### src/logic/dcr_pkg.sv
// Package with register map, field positions and codes of the channel.
package dcr_pkg;
    localparam logic [4:0] ADDR_CTRL   = 5'h00;
    localparam logic [4:0] ADDR_MODE   = 5'h01;
    localparam logic [4:0] ADDR_SSA_L  = 5'h02;
    localparam logic [4:0] ADDR_SSA_H  = 5'h03;
    localparam logic [4:0] ADDR_SSA_U  = 5'h04;
    localparam logic [4:0] ADDR_SOURCE_POINTER_L = 5'h05;
    localparam logic [4:0] ADDR_SOURCE_POINTER_H = 5'h06;
    localparam logic [4:0] ADDR_SOURCE_POINTER_U = 5'h07;
    localparam logic [4:0] ADDR_SSZ_L  = 5'h08;
    localparam logic [4:0] ADDR_SSZ_H  = 5'h09;
    localparam logic [4:0] ADDR_SOURCE_COUNT_L = 5'h0a;
    localparam logic [4:0] ADDR_SOURCE_COUNT_H = 5'h0b;
    localparam logic [4:0] ADDR_DSA_L  = 5'h0c;
    localparam logic [4:0] ADDR_DSA_H  = 5'h0d;
    localparam logic [4:0] ADDR_DEST_POINTER_L = 5'h0e;
    localparam logic [4:0] ADDR_DEST_POINTER_H = 5'h0f;
    localparam logic [4:0] ADDR_DSZ_L  = 5'h10;
    localparam logic [4:0] ADDR_DSZ_H  = 5'h11;
    localparam logic [4:0] ADDR_DEST_COUNT_L = 5'h12;
    localparam logic [4:0] ADDR_DEST_COUNT_H = 5'h13;
    localparam logic [4:0] ADDR_TSEL   = 5'h14;
    // Control register bits.
    localparam int CTRL_EN_BIT   = 7;
    localparam int CTRL_HWEN_BIT = 6;
    localparam int CTRL_GO_BIT   = 5;
    // Mode register fields.
    localparam int MODE_DEST_ADDR_MODE_LSB = 6;
    localparam int MODE_DEST_RELOAD_STOP_BIT  = 5;
    localparam int MODE_SRC_ADDR_MODE_LSB = 1;
    localparam int MODE_SSTP_BIT  = 0;
    localparam int SRC_AW  = 22;
    localparam int DST_AW  = 16;
    localparam int CNT_W   = 12;
    localparam int SEL_W   = 7;
    localparam int NTRIG   = 128;
    localparam logic [7:0] RESET_BYTE = 8'h00;
    typedef enum logic [1:0] {
        DCR_AM_HOLD = 2'b00,
        DCR_AM_INC  = 2'b01,
        DCR_AM_DEC  = 2'b10,
        DCR_AM_RSV  = 2'b11
    } dcr_amode_e;
    typedef enum logic [1:0] {
        DCR_ST_IDLE = 2'b00,
        DCR_ST_READ = 2'b01,
        DCR_ST_WRITE = 2'b10
    } dcr_state_e;
endpackage

### src/logic/dcr_side.sv
// One side of the channel: address pointer and byte counter.
`timescale 1ns/1ps
module dcr_side #(
    parameter int AW = 16
) (
    input  wire logic                     i_clk,
    input  wire logic                     i_reset,
    input  wire logic                     i_load,
    input  wire logic                     i_step,
    input  wire logic [1:0]               i_mode,
    input  wire logic [AW-1:0]            i_start,
    input  wire logic [dcr_pkg::CNT_W-1:0] i_size,
    output logic      [AW-1:0]            o_ptr,
    output logic      [dcr_pkg::CNT_W-1:0] o_count,
    output logic                          o_last
);
    import dcr_pkg::*;
    typedef struct packed {
        logic [AW-1:0]    ptr;
        logic [CNT_W-1:0] cnt;
    } dcr_side_s;
    dcr_side_s s_q;
    dcr_side_s s_d;

    // A size of zero behaves as one byte so the counter never wraps.
    assign o_last  = (s_q.cnt <= CNT_W'(1));
    assign o_ptr   = s_q.ptr;
    assign o_count = s_q.cnt;

    always_comb begin
        s_d = s_q;
        if (i_load) begin
            s_d.ptr = i_start; // RULE15
            s_d.cnt = i_size;
        end else if (i_step) begin
            if (o_last) begin
                s_d.ptr = i_start; // RULE14
                s_d.cnt = i_size;
            end else begin
                s_d.cnt = s_q.cnt - CNT_W'(1); // RULE14
                unique case (dcr_amode_e'(i_mode))
                    DCR_AM_INC: s_d.ptr = s_q.ptr + AW'(1); // RULE10 RULE11
                    DCR_AM_DEC: s_d.ptr = s_q.ptr - AW'(1);
                    DCR_AM_HOLD, DCR_AM_RSV: s_d.ptr = s_q.ptr;
                endcase
            end
        end
    end

    always_ff @(posedge i_clk or posedge i_reset) begin
        if (i_reset) begin
            s_q <= '0;
        end else begin
            s_q <= s_d;
        end
    end
endmodule // dcr_side

### src/logic/dcr_trig.sv
// Start trigger picker with rising-edge detection.
`timescale 1ns/1ps
module dcr_trig (
    input  wire logic                     i_clk,
    input  wire logic                     i_reset,
    input  wire logic [dcr_pkg::NTRIG-1:0] i_trig,
    input  wire logic [dcr_pkg::SEL_W-1:0] i_sel,
    output logic                          o_fire
);
    import dcr_pkg::*;
    typedef struct packed {
        logic lvl;
        logic fire;
    } dcr_trig_s;
    dcr_trig_s t_q;
    dcr_trig_s t_d;

    assign o_fire = t_q.fire;

    // Selector code zero is reserved, so it never fires.
    always_comb begin
        t_d = t_q;
        t_d.lvl  = (i_sel != '0) && i_trig[i_sel]; // RULE8
        t_d.fire = t_d.lvl && !t_q.lvl;
    end

    always_ff @(posedge i_clk or posedge i_reset) begin
        if (i_reset) begin
            t_q <= '0;
        end else begin
            t_q <= t_d;
        end
    end
endmodule // dcr_trig

### src/logic/dcr_chan.sv
// One transfer channel: register file, sequencer and bus requests.
//
// Design decisions made here: the strobed register port and the placing of the registers.
`timescale 1ns/1ps
// Summary of operation
// RULE1: Source pointer bits 21:16 read in upper register bits 5-0, 7-6 zero.
// RULE2: Source size is 12 bits writable over two registers, reset zero.
// RULE3: Source byte count reads as low byte plus high nibble, zero at reset.
// RULE4: Destination start address is 16 bits writable, reset zero.
// RULE5: Destination pointer reads as two read-only bytes, zero at reset.
// RULE6: Destination size is 12 bits writable, high register bits 7-4 zero.
// RULE7: Destination byte count reads as low byte plus high nibble.
// RULE8: Seven-bit trigger selector picks the hardware start source.
// RULE9: Unimplemented bits read zero and ignore writes.
// RULE10: Destination pointer holds, increments or decrements per transfer.
// RULE11: Source pointer holds, increments or decrements per transfer.
// RULE12: Hardware trigger starts transfers only when start enable is set.
// RULE13: Destination reload clears start enable when reload stop is set.
// RULE14: Counters count down per byte and reload with pointer at zero.
// RULE15: Enabling the channel loads pointers and counters before transfers.
module dcr_chan (
    input  wire logic                      i_clk,
    input  wire logic                      i_reset,
    input  wire logic [4:0]                i_addr,
    input  wire logic [7:0]                i_wdata,
    input  wire logic                      i_wr,
    input  wire logic                      i_rd,
    output logic      [7:0]                o_rdata,
    input  wire logic [dcr_pkg::NTRIG-1:0]  i_trig,
    output logic                           o_rd_req,
    output logic      [dcr_pkg::SRC_AW-1:0] o_rd_addr,
    input  wire logic                      i_rd_ack,
    input  wire logic [7:0]                i_rd_data,
    output logic                           o_wr_req,
    output logic      [dcr_pkg::DST_AW-1:0] o_wr_addr,
    output logic      [7:0]                o_wr_data,
    input  wire logic                      i_wr_ack,
    output logic                           o_busy
);
    import dcr_pkg::*;

    typedef struct packed {
        dcr_state_e        st;
        logic              en;
        logic              hwen;
        logic              go;
        logic [1:0]        dest_addr_mode;
        logic              dest_reload_stop;
        logic [1:0]        src_addr_mode;
        logic              sstp;
        logic [SRC_AW-1:0] ssa;
        logic [CNT_W-1:0]  source_size;
        logic [DST_AW-1:0] dest_start;
        logic [CNT_W-1:0]  dest_size;
        logic [SEL_W-1:0]  sel;
        logic [7:0]        buf_byte;
        logic              src_end;
        logic              load;
        logic [7:0]        rdata;
        logic              rd_req;
        logic              wr_req;
    } dcr_chan_s;
    dcr_chan_s c_q;
    dcr_chan_s c_d;

    logic [SRC_AW-1:0] source_pointer;
    logic [CNT_W-1:0]  source_count;
    logic              s_last;
    logic [DST_AW-1:0] dest_pointer;
    logic [CNT_W-1:0]  dest_count;
    logic              d_last;
    logic              trig_fire;
    logic              s_step;
    logic              d_step;

    assign s_step = (c_q.st == DCR_ST_READ) && i_rd_ack;
    assign d_step = (c_q.st == DCR_ST_WRITE) && i_wr_ack;

    dcr_side #(.AW(SRC_AW)) u_src (
        .i_clk   (i_clk),
        .i_reset (i_reset),
        .i_load  (c_q.load),
        .i_step  (s_step),
        .i_mode  (c_q.src_addr_mode),
        .i_start (c_q.ssa),
        .i_size  (c_q.source_size),
        .o_ptr   (source_pointer),
        .o_count (source_count),
        .o_last  (s_last)
    );

    dcr_side #(.AW(DST_AW)) u_dst (
        .i_clk   (i_clk),
        .i_reset (i_reset),
        .i_load  (c_q.load),
        .i_step  (d_step),
        .i_mode  (c_q.dest_addr_mode),
        .i_start (c_q.dest_start),
        .i_size  (c_q.dest_size),
        .o_ptr   (dest_pointer),
        .o_count (dest_count),
        .o_last  (d_last)
    );

    dcr_trig u_trig (
        .i_clk   (i_clk),
        .i_reset (i_reset),
        .i_trig  (i_trig),
        .i_sel   (c_q.sel),
        .o_fire  (trig_fire)
    );

    assign o_rdata   = c_q.rdata;
    assign o_rd_req  = c_q.rd_req;
    assign o_rd_addr = source_pointer;
    assign o_wr_req  = c_q.wr_req;
    assign o_wr_addr = dest_pointer;
    assign o_wr_data = c_q.buf_byte;
    assign o_busy    = c_q.go;

    ////////////////////////////////////////////////////////////////////////
    always_comb begin
        c_d = c_q;
        c_d.load = 1'b0;
        c_d.rdata = RESET_BYTE;
        // Register writes; bits above each field are dropped.
        if (i_wr) begin // RULE9
            unique case (i_addr)
                ADDR_CTRL: begin
                    c_d.en   = i_wdata[CTRL_EN_BIT];
                    c_d.hwen = i_wdata[CTRL_HWEN_BIT];
                    c_d.go   = c_q.go | i_wdata[CTRL_GO_BIT];
                    c_d.load = i_wdata[CTRL_EN_BIT] && !c_q.en; // RULE15
                end
                ADDR_MODE: begin
                    c_d.dest_addr_mode = i_wdata[MODE_DEST_ADDR_MODE_LSB +: 2];
                    c_d.dest_reload_stop  = i_wdata[MODE_DEST_RELOAD_STOP_BIT];
                    c_d.src_addr_mode = i_wdata[MODE_SRC_ADDR_MODE_LSB +: 2];
                    c_d.sstp  = i_wdata[MODE_SSTP_BIT];
                end
                ADDR_SSA_L: c_d.ssa[7:0]   = i_wdata;
                ADDR_SSA_H: c_d.ssa[15:8]  = i_wdata;
                ADDR_SSA_U: c_d.ssa[21:16] = i_wdata[5:0];
                ADDR_SSZ_L: c_d.source_size[7:0]   = i_wdata; // RULE2
                ADDR_SSZ_H: c_d.source_size[11:8]  = i_wdata[3:0]; // RULE2
                ADDR_DSA_L: c_d.dest_start[7:0]   = i_wdata; // RULE4
                ADDR_DSA_H: c_d.dest_start[15:8]  = i_wdata; // RULE4
                ADDR_DSZ_L: c_d.dest_size[7:0]   = i_wdata; // RULE6
                ADDR_DSZ_H: c_d.dest_size[11:8]  = i_wdata[3:0]; // RULE6
                ADDR_TSEL:  c_d.sel = i_wdata[SEL_W-1:0]; // RULE8
                default: ;
            endcase
        end
        // Read data stands only in the cycle after the strobe.
        if (i_rd) begin
            unique case (i_addr)
                ADDR_CTRL: c_d.rdata = {c_q.en, c_q.hwen, c_q.go, 5'h00};
                ADDR_MODE: c_d.rdata = {c_q.dest_addr_mode, c_q.dest_reload_stop, 2'h0,
                                        c_q.src_addr_mode, c_q.sstp};
                ADDR_SSA_L:  c_d.rdata = c_q.ssa[7:0];
                ADDR_SSA_H:  c_d.rdata = c_q.ssa[15:8];
                ADDR_SSA_U:  c_d.rdata = {2'h0, c_q.ssa[21:16]};
                ADDR_SOURCE_POINTER_L: c_d.rdata = source_pointer[7:0];
                ADDR_SOURCE_POINTER_H: c_d.rdata = source_pointer[15:8];
                ADDR_SOURCE_POINTER_U: c_d.rdata = {2'h0, source_pointer[21:16]}; // RULE1
                ADDR_SSZ_L:  c_d.rdata = c_q.source_size[7:0];
                ADDR_SSZ_H:  c_d.rdata = {4'h0, c_q.source_size[11:8]};
                ADDR_SOURCE_COUNT_L: c_d.rdata = source_count[7:0]; // RULE3
                ADDR_SOURCE_COUNT_H: c_d.rdata = {4'h0, source_count[11:8]}; // RULE3
                ADDR_DSA_L:  c_d.rdata = c_q.dest_start[7:0];
                ADDR_DSA_H:  c_d.rdata = c_q.dest_start[15:8];
                ADDR_DEST_POINTER_L: c_d.rdata = dest_pointer[7:0]; // RULE5
                ADDR_DEST_POINTER_H: c_d.rdata = dest_pointer[15:8]; // RULE5
                ADDR_DSZ_L:  c_d.rdata = c_q.dest_size[7:0];
                ADDR_DSZ_H:  c_d.rdata = {4'h0, c_q.dest_size[11:8]};
                ADDR_DEST_COUNT_L: c_d.rdata = dest_count[7:0]; // RULE7
                ADDR_DEST_COUNT_H: c_d.rdata = {4'h0, dest_count[11:8]}; // RULE7
                ADDR_TSEL:   c_d.rdata = {1'b0, c_q.sel};
                default:     c_d.rdata = RESET_BYTE;
            endcase
        end
        // A trigger landing with a software write of go is kept.
        if (c_q.en && c_q.hwen && trig_fire) begin
            c_d.go = 1'b1; // RULE12
        end
        ////////////////////////////////////////////////////////////////////
        unique case (c_q.st)
            DCR_ST_IDLE: begin
                // Wait one cycle after enable so the load lands first.
                if (c_q.en && c_q.go && !c_q.load) begin
                    c_d.st = DCR_ST_READ;
                    c_d.rd_req = 1'b1;
                    c_d.src_end = 1'b0;
                end
            end
            DCR_ST_READ: begin
                if (i_rd_ack) begin
                    c_d.buf_byte = i_rd_data;
                    c_d.src_end = s_last;
                    c_d.rd_req = 1'b0;
                    c_d.wr_req = 1'b1;
                    c_d.st = DCR_ST_WRITE;
                    // A software write of the control register wins.
                    if (s_last && c_q.sstp &&
                        !(i_wr && i_addr == ADDR_CTRL)) begin
                        c_d.hwen = 1'b0;
                    end
                end
            end
            DCR_ST_WRITE: begin
                if (i_wr_ack) begin
                    c_d.wr_req = 1'b0;
                    if (d_last && c_q.dest_reload_stop &&
                        !(i_wr && i_addr == ADDR_CTRL)) begin
                        c_d.hwen = 1'b0; // RULE13
                    end
                    // A reload on either side ends the transaction; a new
                    // start landing in the same cycle is kept.
                    if (d_last || c_q.src_end || !c_q.en) begin
                        c_d.go = (i_wr && i_addr == ADDR_CTRL &&
                                  i_wdata[CTRL_GO_BIT]) ||
                                 (c_q.en && c_q.hwen && trig_fire);
                        c_d.st = DCR_ST_IDLE;
                    end else begin
                        c_d.rd_req = 1'b1;
                        c_d.st = DCR_ST_READ;
                    end
                end
            end
            default: begin
                c_d.st = DCR_ST_IDLE;
                c_d.rd_req = 1'b0;
                c_d.wr_req = 1'b0;
            end
        endcase
    end

    always_ff @(posedge i_clk or posedge i_reset) begin
        if (i_reset) begin
            c_q <= '0;
        end else begin
            c_q <= c_d;
        end
    end
endmodule // dcr_chan

### config.mk
export PLATFORM = sky130hd
export DESIGN_NAME = dcr_chan
export DESIGN_NICKNAME = d
export VERILOG_FILES = /design/src/logic/dcr_pkg.sv /design/src/logic/dcr_side.sv /design/src/logic/dcr_trig.sv /design/src/logic/dcr_chan.sv
export SDC_FILE = /design/constraint.sdc
export NUM_CORES = 1
export LEC_CHECK = 0
export BUFFER_PORTS_ARGS = -buffer_cell sky130_fd_sc_hd__clkbuf_2
export CAP_MARGIN = 20
export CORE_MARGIN = 3
export CORE_UTILIZATION = 52
export CTS_CLUSTER_SIZE = 10
export DETAILED_ROUTE_END_ITERATION = 10
export PLACE_DENSITY = 0.89
export SYNTH_ARGS = -nofsm -noshare
export SYNTH_HDL_FRONTEND = slang
export SYNTH_HIERARCHICAL = 1
export SYNTH_SLANG_ARGS = --single-unit
### constraint.sdc
create_clock -name i_clk -period 3.4 [get_ports i_clk]
set_clock_uncertainty 0.05 [all_clocks]
set_input_delay 0.85 -clock i_clk [delete_from_list [all_inputs] [get_ports i_clk]]
set_output_delay 0.85 -clock i_clk [all_outputs]
set_load 0.005 [all_outputs]
==> Flow_metrics.wiki, run 1 <==
{| class="wikitable"
! Metric !! Value
|-
| Post-synthesis cell type with the largest combined area || sky130_fd_sc_hd__dfrtp_1
|-
| Relative max-transition margin || 40.9%
|-
| FF-to-FF End || u_dst/o_ptr[6]
|-
| Synth cell types || 110
|-
| CP top delay family || compound AO/OA/AOI/OAI gates
|-
| Reg-to-reg setup timing slack || 0.38 ns
|-
| All-Layer GR Usage || 34.6%
|-
| Placeable core region || 0.0238 mm^2
|-
| Final TNS setup || 0 ns
|-
| Diode insertion count for antenna repair || 0
|-
| Antenna violations before repair || 2
|-
| Proportion of layout cells with a drive suffix above 1 || 29.3%
|-
| Initial Util || 53.6%
|-
| Slew at the pin closest to its max-slew limit || 0.886 ns
|-
| CP peak stage delay || 0.76 ns
|-
| Synthesized flop and latch total || 164
|-
| Highest clock rate || 331 MHz
|-
| Number of placement rows || 56
|-
| DPL Wire Length || 34.4 mm
|-
| Result of the run || completed
|-
| Arrival @ worst endpoint || 3.30 ns
|-
| Final hold violation count || 0
|-
| Post-CTS repair timing setup buffer count || 0
|-
| Worst hold path type || in2async
|-
| Worst vdd rail ir drop || 0.350 mV
|-
| Number of enable flip-flop cells after synthesis || 0
|-
| Largest net degree at the start of global routing || 57
|-
| Synth-to-Final Area Change || 12.6%
|-
| Detailed-route via count || 12.7k
|-
| Commonest cells post-synth || sky130_fd_sc_hd__dfrtp_1 (164), sky130_fd_sc_hd__mux2_2 (100), sky130_fd_sc_hd__nand2_1 (95), sky130_fd_sc_hd__nor2_1 (88), sky130_fd_sc_hd__a21oi_1 (84)
|-
| H-tree levels || 4
|-
| Leakage power total || 6.21 nW
|-
| Port bufs || 211
|-
| Clock buffer depth || 2
|-
| Average vias per placed instance || 6.83
|-
| Die width || 162 um
|-
| Time the worst path needs with I/O delays and setup || 3.02 ns
|-
| Die boundary height || 162 um
|-
| Clock sink total || 164
|-
| CTS tree || built
|-
| Slowest cell on crit path || sky130_fd_sc_hd__o41a_1
|-
| Most common flop cell mapped by yosys || sky130_fd_sc_hd__dfrtp_1
|-
| Dominant cell by count in the synthesized netlist || sky130_fd_sc_hd__dfrtp_1
|-
| Most area-consuming cells after synthesis || sky130_fd_sc_hd__dfrtp_1 (32%), sky130_fd_sc_hd__mux2_2 (8.8%), sky130_fd_sc_hd__mux4_2 (3.7%), sky130_fd_sc_hd__a21oi_1 (3.3%), sky130_fd_sc_hd__nand2_1 (2.8%)
|-
| Overall overflow remaining after global route || 0
|-
| Wire length of the first global-routing pass || 70.8 mm
|-
| Post-cts gate resize count || 0
|-
| Number of nets still failing antenna checks after routing || 0
|-
| Maximum fanout encountered on the critical timing path || 18
|-
| Detailed-route wire length per cell || 24.8 um
|-
| Net count after synthesis || 1562
|-
| Part of the Yosys area used for sequential elements || 32.2%
|-
| Top-level port count || 212
|-
| Post-detailed-route DRC marker count || 0
|-
| Cell breakdown of the critical path || inv_1 > ha_1 > nor2_1 > o41a_1 > buf_4 > nand2_1 > o22ai_1 > o2bb2a_1
|-
| Number of hold buffers added after cts || 0
|-
| Count of mapped cells out of synthesis || 1393
|-
| Total power per unit cell area || 663 mW/mm^2
|-
| Area fraction of the dominant cell type after synthesis || 32.2%
|-
| Kind of end point of the critical path || flop
|-
| Final setup violation count || 0
|-
| Number of CTS-inserted buffers || 17
|-
| Synthesized area per cell || 9.14 um^2
|-
| Via count of the first global-routing pass || 12.1k
|-
| CTS Root Buffer Type || sky130_fd_sc_hd__clkbuf_16
|-
| Clock-pin slew reported for the worst setup and hold paths after clock tree synthesis || 0.07 ns
|-
| Cell count after placement || 1829
|-
| Number of buffer and inverter instances along the worst setup path || 2
|-
| DRT iter0 DRCs || 1800
|-
| Crit Reg-Reg Startpoint || u_dst/o_count[0]
|-
| Synth Warn # || 6
|-
| Share of the clock period used by the worst path || 88.9%
|-
| WL final || 46.2 mm
|-
| Ys async rst share || 100%
|-
| Unrepaired setup endpoints after global routing || false
|-
| 1st-pass router iterations || 6
|-
| Worst path required time || 3.68 ns
|-
| Cell depth of the worst setup path || 8
|-
| Max-cap violations || 0
|-
| Post-synthesis instance area || 0.0127 mm^2
|-
| Full die area || 0.0264 mm^2
|-
| Routability cong. || 0.995
|-
| Skew-Pair Late Insertion Delay || 0.44 ns
|-
| Critical path start-end classification || reg2reg
|-
| Post-layout nets || 1698
|-
| Worst-case reg-to-reg path depth || 8
|-
| Non-filler cells, final || 1860
|-
| Startpoint types || flop
|-
| Slew Viols, Final || 0
|}
per-stage QoR:
step / setup slack [ns] / total power, mW / util (%) / hold slack (ns) / area (um^2)
2_1_floorplan: 0.0116 / 6.18 / - / 0.345 / 12700
3_3_place_gp: 0.561 / 7.30 / 57.9 / 0.352 / 13700
3_5_place_dp: 0.486 / 7.43 / 57.9 / 0.360 / 13700
4_1_cts: 0.475 / 9.39 / 60.3 / 0.279 / 14300
5_1_grt: 0.187 / 10.0 / 60.3 / 0.285 / 14300
6_report: 0.379 / 9.50 / 60.3 / 0.271 / 14300
worst reg2reg max path, stage by stage (launching register included):
cell                       delay (ns)
sky130_fd_sc_hd__dfrtp_1         0.47
sky130_fd_sc_hd__inv_1           0.10
sky130_fd_sc_hd__ha_1            0.29
sky130_fd_sc_hd__nor2_1          0.46
sky130_fd_sc_hd__o41a_1          0.76
sky130_fd_sc_hd__buf_4           0.36
sky130_fd_sc_hd__nand2_1         0.08
sky130_fd_sc_hd__o22ai_1         0.11
sky130_fd_sc_hd__o2bb2a_1        0.23
area by class of cell:
class	instances	area (um^2)
Inverter	41	158
Multi-Input combinational cell	1051	7680
Tap cell	319	399
Sequential cell	164	4110
Timing Repair Buffer	254	1400
Clock inverter	11	128
Clock buffer	20	457
Fill cell	2007	9420
power breakdown:
| group | leakage (nW) | switching (mW) | internal (mW) | total, mW |
|---|---|---|---|---|
| sequential | 2.04 | 1.15 | 2.49 | 3.65 |
| combinational | 3.89 | 2.14 | 1.75 | 3.89 |
| clock | 0.279 | 0.838 | 1.12 | 1.96 |
metal layers:
metal,GRT usage [%],share of wire [%],vias up
li1,-,-,5566
met1,46.0,38,6113
met2,56.3,48,898
met3,5.82,10,128
met4,14.4,4.1,2
met5,0,0.019,-
sequential cells by signal (all words and copies together) (netlist names):
name	cells
c_q	81
o_busy	1
o_rd_req	1
o_rdata	8
o_wr_data	8
o_wr_req	1
u_dst/o_count	12
u_dst/o_ptr	16
u_src/o_count	12
u_src/o_ptr	22
u_trig/o_fire	1
u_trig/t_q	1
cells by family (layout without fill, tap and decap cells):
kind of cell | Yosys count | in the layout | synth area share (%)
muxes | 158 | 158 | 15.9
adders and majority gates | 14 | 14 | 1.38
and+or+nand+nor | 463 | 463 | 19.7
buffers and inverters | 178 | 326 | 7.61
xor gates and xnor gates | 15 | 15 | 1.03
AOI/OAI and AO/OA | 401 | 401 | 22.2
DFF | 164 | 164 | 32.2
worst max-delay path by stage:
| stage | slack, ns | startpoint | end |
|---|---|---|---|
| after floorplan | 0.01 | c_q[90] | u_src/o_ptr[18] |
| after global placement | 0.56 | c_q[90] | u_src/o_ptr[19] |
| after detailed placement | 0.49 | c_q[90] | u_src/o_ptr[18] |
| after CTS | 0.48 | c_q[90] | u_src/o_ptr[18] |
| after global routing | 0.19 | u_dst/o_count[0] | u_dst/o_ptr[12] |
| final | 0.38 | u_dst/o_count[0] | u_dst/o_ptr[6] |
cells in the final DEF (no fill, tap or decap), types with 24 or more instances in the layout:
master and n:
sky130_fd_sc_hd__and3_1 24, sky130_fd_sc_hd__a22oi_1 31, sky130_fd_sc_hd__nor2_1 88, sky130_fd_sc_hd__a31oi_1 27
sky130_fd_sc_hd__a21oi_1 83, sky130_fd_sc_hd__o21ai_0 62, sky130_fd_sc_hd__mux2_2 100, sky130_fd_sc_hd__dfrtp_1 163
sky130_fd_sc_hd__buf_4 41, sky130_fd_sc_hd__nor3_1 49, sky130_fd_sc_hd__nand3_1 44, sky130_fd_sc_hd__mux2i_1 34
sky130_fd_sc_hd__inv_1 39, sky130_fd_sc_hd__clkbuf_2 211, sky130_fd_sc_hd__nand2_1 95
Power figures use the tool's default switching activity.
==> inputs of run 2 (changes only) <==
CORE_UTILIZATION = 45   (was 52)
PLACE_DENSITY = 0.8   (was 0.89)
==> Flow_metrics.wiki, run 2 (synthesis gave the netlist of run 1 again) <==
{| class="wikitable"
! Metric !! Value
|-
| Result of the run || completed (unchanged)
|-
| Clock sink total || 164 (unchanged)
|-
| Worst hold slack || 0.311 ns (was 0.271 ns)
|-
| Max-cap violations || 0 (unchanged)
|-
| Die boundary height || 174 um (was 162 um)
|-
| Skew-Pair Late Insertion Delay || 0.45 ns (was 0.44 ns)
|-
| Slew at the pin closest to its max-slew limit || 0.882 ns (was 0.886 ns)
|-
| Final setup margin || 0.318 ns (was 0.379 ns)
|-
| CTS tree || built (unchanged)
|-
| Top-level port count || 212 (unchanged)
|-
| Number of hold buffers added after cts || 0 (unchanged)
|-
| Worst hold path type || in2async (unchanged)
|-
| GR met1 Demand/Resource || 39.1% (was 46.0%)
|-
| Number of placement rows || 60 (was 56)
|-
| Most crowded layer after global routing || met2 (unchanged)
|-
| Via count of the first global-routing pass || 12.0k (was 12.1k)
|-
| H-tree levels || 4 (unchanged)
|-
| Met3 Usage GRT || 4.81% (was 5.82%)
|-
| Maximum fanout encountered on the critical timing path || 18 (unchanged)
|-
| Kind of end point of the critical path || flop (unchanged)
|-
| Post-CTS repair timing setup buffer count || 0 (unchanged)
|-
| Worst path required time || 3.67 ns (was 3.68 ns)
|-
| Number of buffer and inverter instances along the worst setup path || 2 (unchanged)
|-
| Number of CTS-inserted buffers || 17 (unchanged)
|-
| Most common library cell in the layout ignoring fill and taps || sky130_fd_sc_hd__clkbuf_2 (unchanged)
|-
| Crit Reg-Reg Startpoint || u_dst/o_count[0] (unchanged)
|-
| Detailed-route wire length per cell || 24.7 um (was 24.8 um)
|-
| Unrepaired setup endpoints after global routing || false (unchanged)
|-
| Final TNS setup || 0 ns (unchanged)
|-
| Cell breakdown of the critical path || inv_1 > ha_1 > nor2_1 > o41a_1 > buf_4 > nand2_1 > o22ai_1 > o2bb2a_1 (unchanged)
|-
| DRT iter0 DRCs || 2083 (was 1800)
|-
| Number of nets still failing antenna checks after routing || 0 (unchanged)
|-
| Antenna violations before repair || 3 (was 2)
|-
| Slowest cell on crit path || sky130_fd_sc_hd__o41a_1 (unchanged)
|-
| Post-cts gate resize count || 0 (unchanged)
|-
| WL final || 47.3 mm (was 46.2 mm)
|-
| Setup WS pre-CTS || 0.478 ns (was 0.486 ns)
|-
| Most frequent cells in the layout || sky130_fd_sc_hd__clkbuf_2 (211), sky130_fd_sc_hd__dfrtp_1 (163), sky130_fd_sc_hd__mux2_2 (100) (unchanged)
|-
| Worst-case reg-to-reg path depth || 8 (unchanged)
|-
| Overall overflow remaining after global route || 0 (unchanged)
|-
| CTS Root Buffer Type || sky130_fd_sc_hd__clkbuf_16 (unchanged)
|-
| Port bufs || 211 (unchanged)
|-
| Wire length of the first global-routing pass || 70.9 mm (was 70.8 mm)
|-
| Full die area || 0.0303 mm^2 (was 0.0264 mm^2)
|-
| Post-layout nets || 1697 (was 1698)
|-
| Synth-to-Final Area Change || 13.6% (was 12.6%)
|-
| Worst vdd rail ir drop || 0.361 mV (was 0.350 mV)
|-
| Cell count after placement || 1881 (was 1829)
|-
| Clock-pin slew reported for the worst setup and hold paths after clock tree synthesis || 0.07 ns (about the same)
|-
| Leakage power total || 6.24 nW (was 6.21 nW)
|-
| Non-filler cells, final || 1915 (was 1860)
|-
| CP top delay family || compound AO/OA/AOI/OAI gates (unchanged)
|-
| Routability cong. || 1.03 (was 0.995)
|-
| Post-detailed-route DRC marker count || 0 (unchanged)
|-
| Die width || 174 um (was 162 um)
|-
| Initial Util || 46.4% (was 53.6%)
|-
| Total power per unit cell area || 669 mW/mm^2 (was 663 mW/mm^2)
|-
| Largest net degree at the start of global routing || 55 (was 57)
|-
| Flip-flop count of the largest register after layout || 81 (unchanged)
|-
| CP peak stage delay || 0.75 ns (was 0.76 ns)
|-
| Reg-to-reg setup timing slack || 0.32 ns (was 0.38 ns)
|-
| 1st-pass router iterations || 8 (was 6)
|-
| GR Util met2 || 50.4% (was 56.3%)
|-
| Average vias per placed instance || 6.69 (was 6.83)
|-
| Relative max-transition margin || 41.0% (was 40.9%)
|-
| Critical path start-end classification || reg2reg (unchanged)
|-
| Placeable core region || 0.0274 mm^2 (was 0.0238 mm^2)
|-
| DPL Wire Length || 35.5 mm (was 34.4 mm)
|-
| Clock buffer depth || 2 (unchanged)
|-
| Time the worst path needs with I/O delays and setup || 3.08 ns (was 3.02 ns)
|-
| Slew Viols, Final || 0 (unchanged)
|-
| Arrival @ worst endpoint || 3.35 ns (was 3.30 ns)
|-
| Highest clock rate || 324 MHz (was 331 MHz)
|-
| FF-to-FF End || u_dst/o_ptr[12] (was u_dst/o_ptr[6])
|-
| Proportion of layout cells with a drive suffix above 1 || 29.4% (was 29.3%)
|-
| Top register by number of flip-flops || c_q (unchanged)
|-
| Final setup violation count || 0 (unchanged)
|-
| Share of the clock period used by the worst path || 90.6% (was 88.9%)
|-
| All-Layer GR Usage || 30.0% (was 34.6%)
|-
| Startpoint types || flop (unchanged)
|-
| Final hold violation count || 0 (unchanged)
|-
| Detailed-route via count || 12.8k (was 12.7k)
|}
==> run 2: worst max-delay path by stage <==
stage	start	endpoint	slack, ns	depth (start not counted)
2_1_floorplan	c_q[90]	u_src/o_ptr[18]	0.01	16
3_3_place_gp	c_q[90]	u_src/o_ptr[18]	0.56	10
3_5_place_dp	c_q[90]	u_src/o_ptr[18]	0.48	10
4_1_cts	u_dst/o_count[0]	u_dst/o_ptr[12]	0.44	8
5_1_grt	u_dst/o_count[0]	u_dst/o_ptr[12]	0.12	8
6_report	u_dst/o_count[0]	u_dst/o_ptr[12]	0.32	8
==> run 2: worst register-to-register path, delay by kind of cell (launching register included) <==
| kind | cells | cell delay, ns |
|---|---|---|
| buf+inv | 2 | 0.46 |
| fa+ha+maj | 1 | 0.28 |
| simple gates | 2 | 0.56 |
| flops | 1 | 0.51 |
| compound gates | 3 | 1.09 |
==> run 2: layer usage <==
metal / routed length, um / vias to the layer above
li1: - / 5567
met3: 4610 / 130
met5: 11 / -
met1: 18200 / 6203
met2: 22600 / 909
met4: 1900 / 2
==> run 2: cell type report <==
type,instances,area (um^2)
diodes,2,5.00
clock buffers,18,439
clock inverters,14,191
fillers,2458,12900
inverters,41,158
multi-input cells,1051,7680
flip-flops and latches,164,4110
well taps,372,465
repair buffers,253,1410
==> run 2: power breakdown <==
group / internal, mW / switching (mW) / total [mW]
sequential: 2.49 / 1.22 / 3.71
combinational: 1.74 / 2.10 / 3.85
clock: 1.20 / 0.906 / 2.11
==> run 2: metrics by stage <==
stage	instance area [um^2]	power [mW]	utilization (%)
2_1_floorplan	12700	6.18	-
3_3_place_gp	13800	7.33	50.4
3_5_place_dp	13800	7.45	50.4
4_1_cts	14500	9.57	52.7
5_1_grt	14500	10.1	52.8
6_report	14500	9.67	52.8
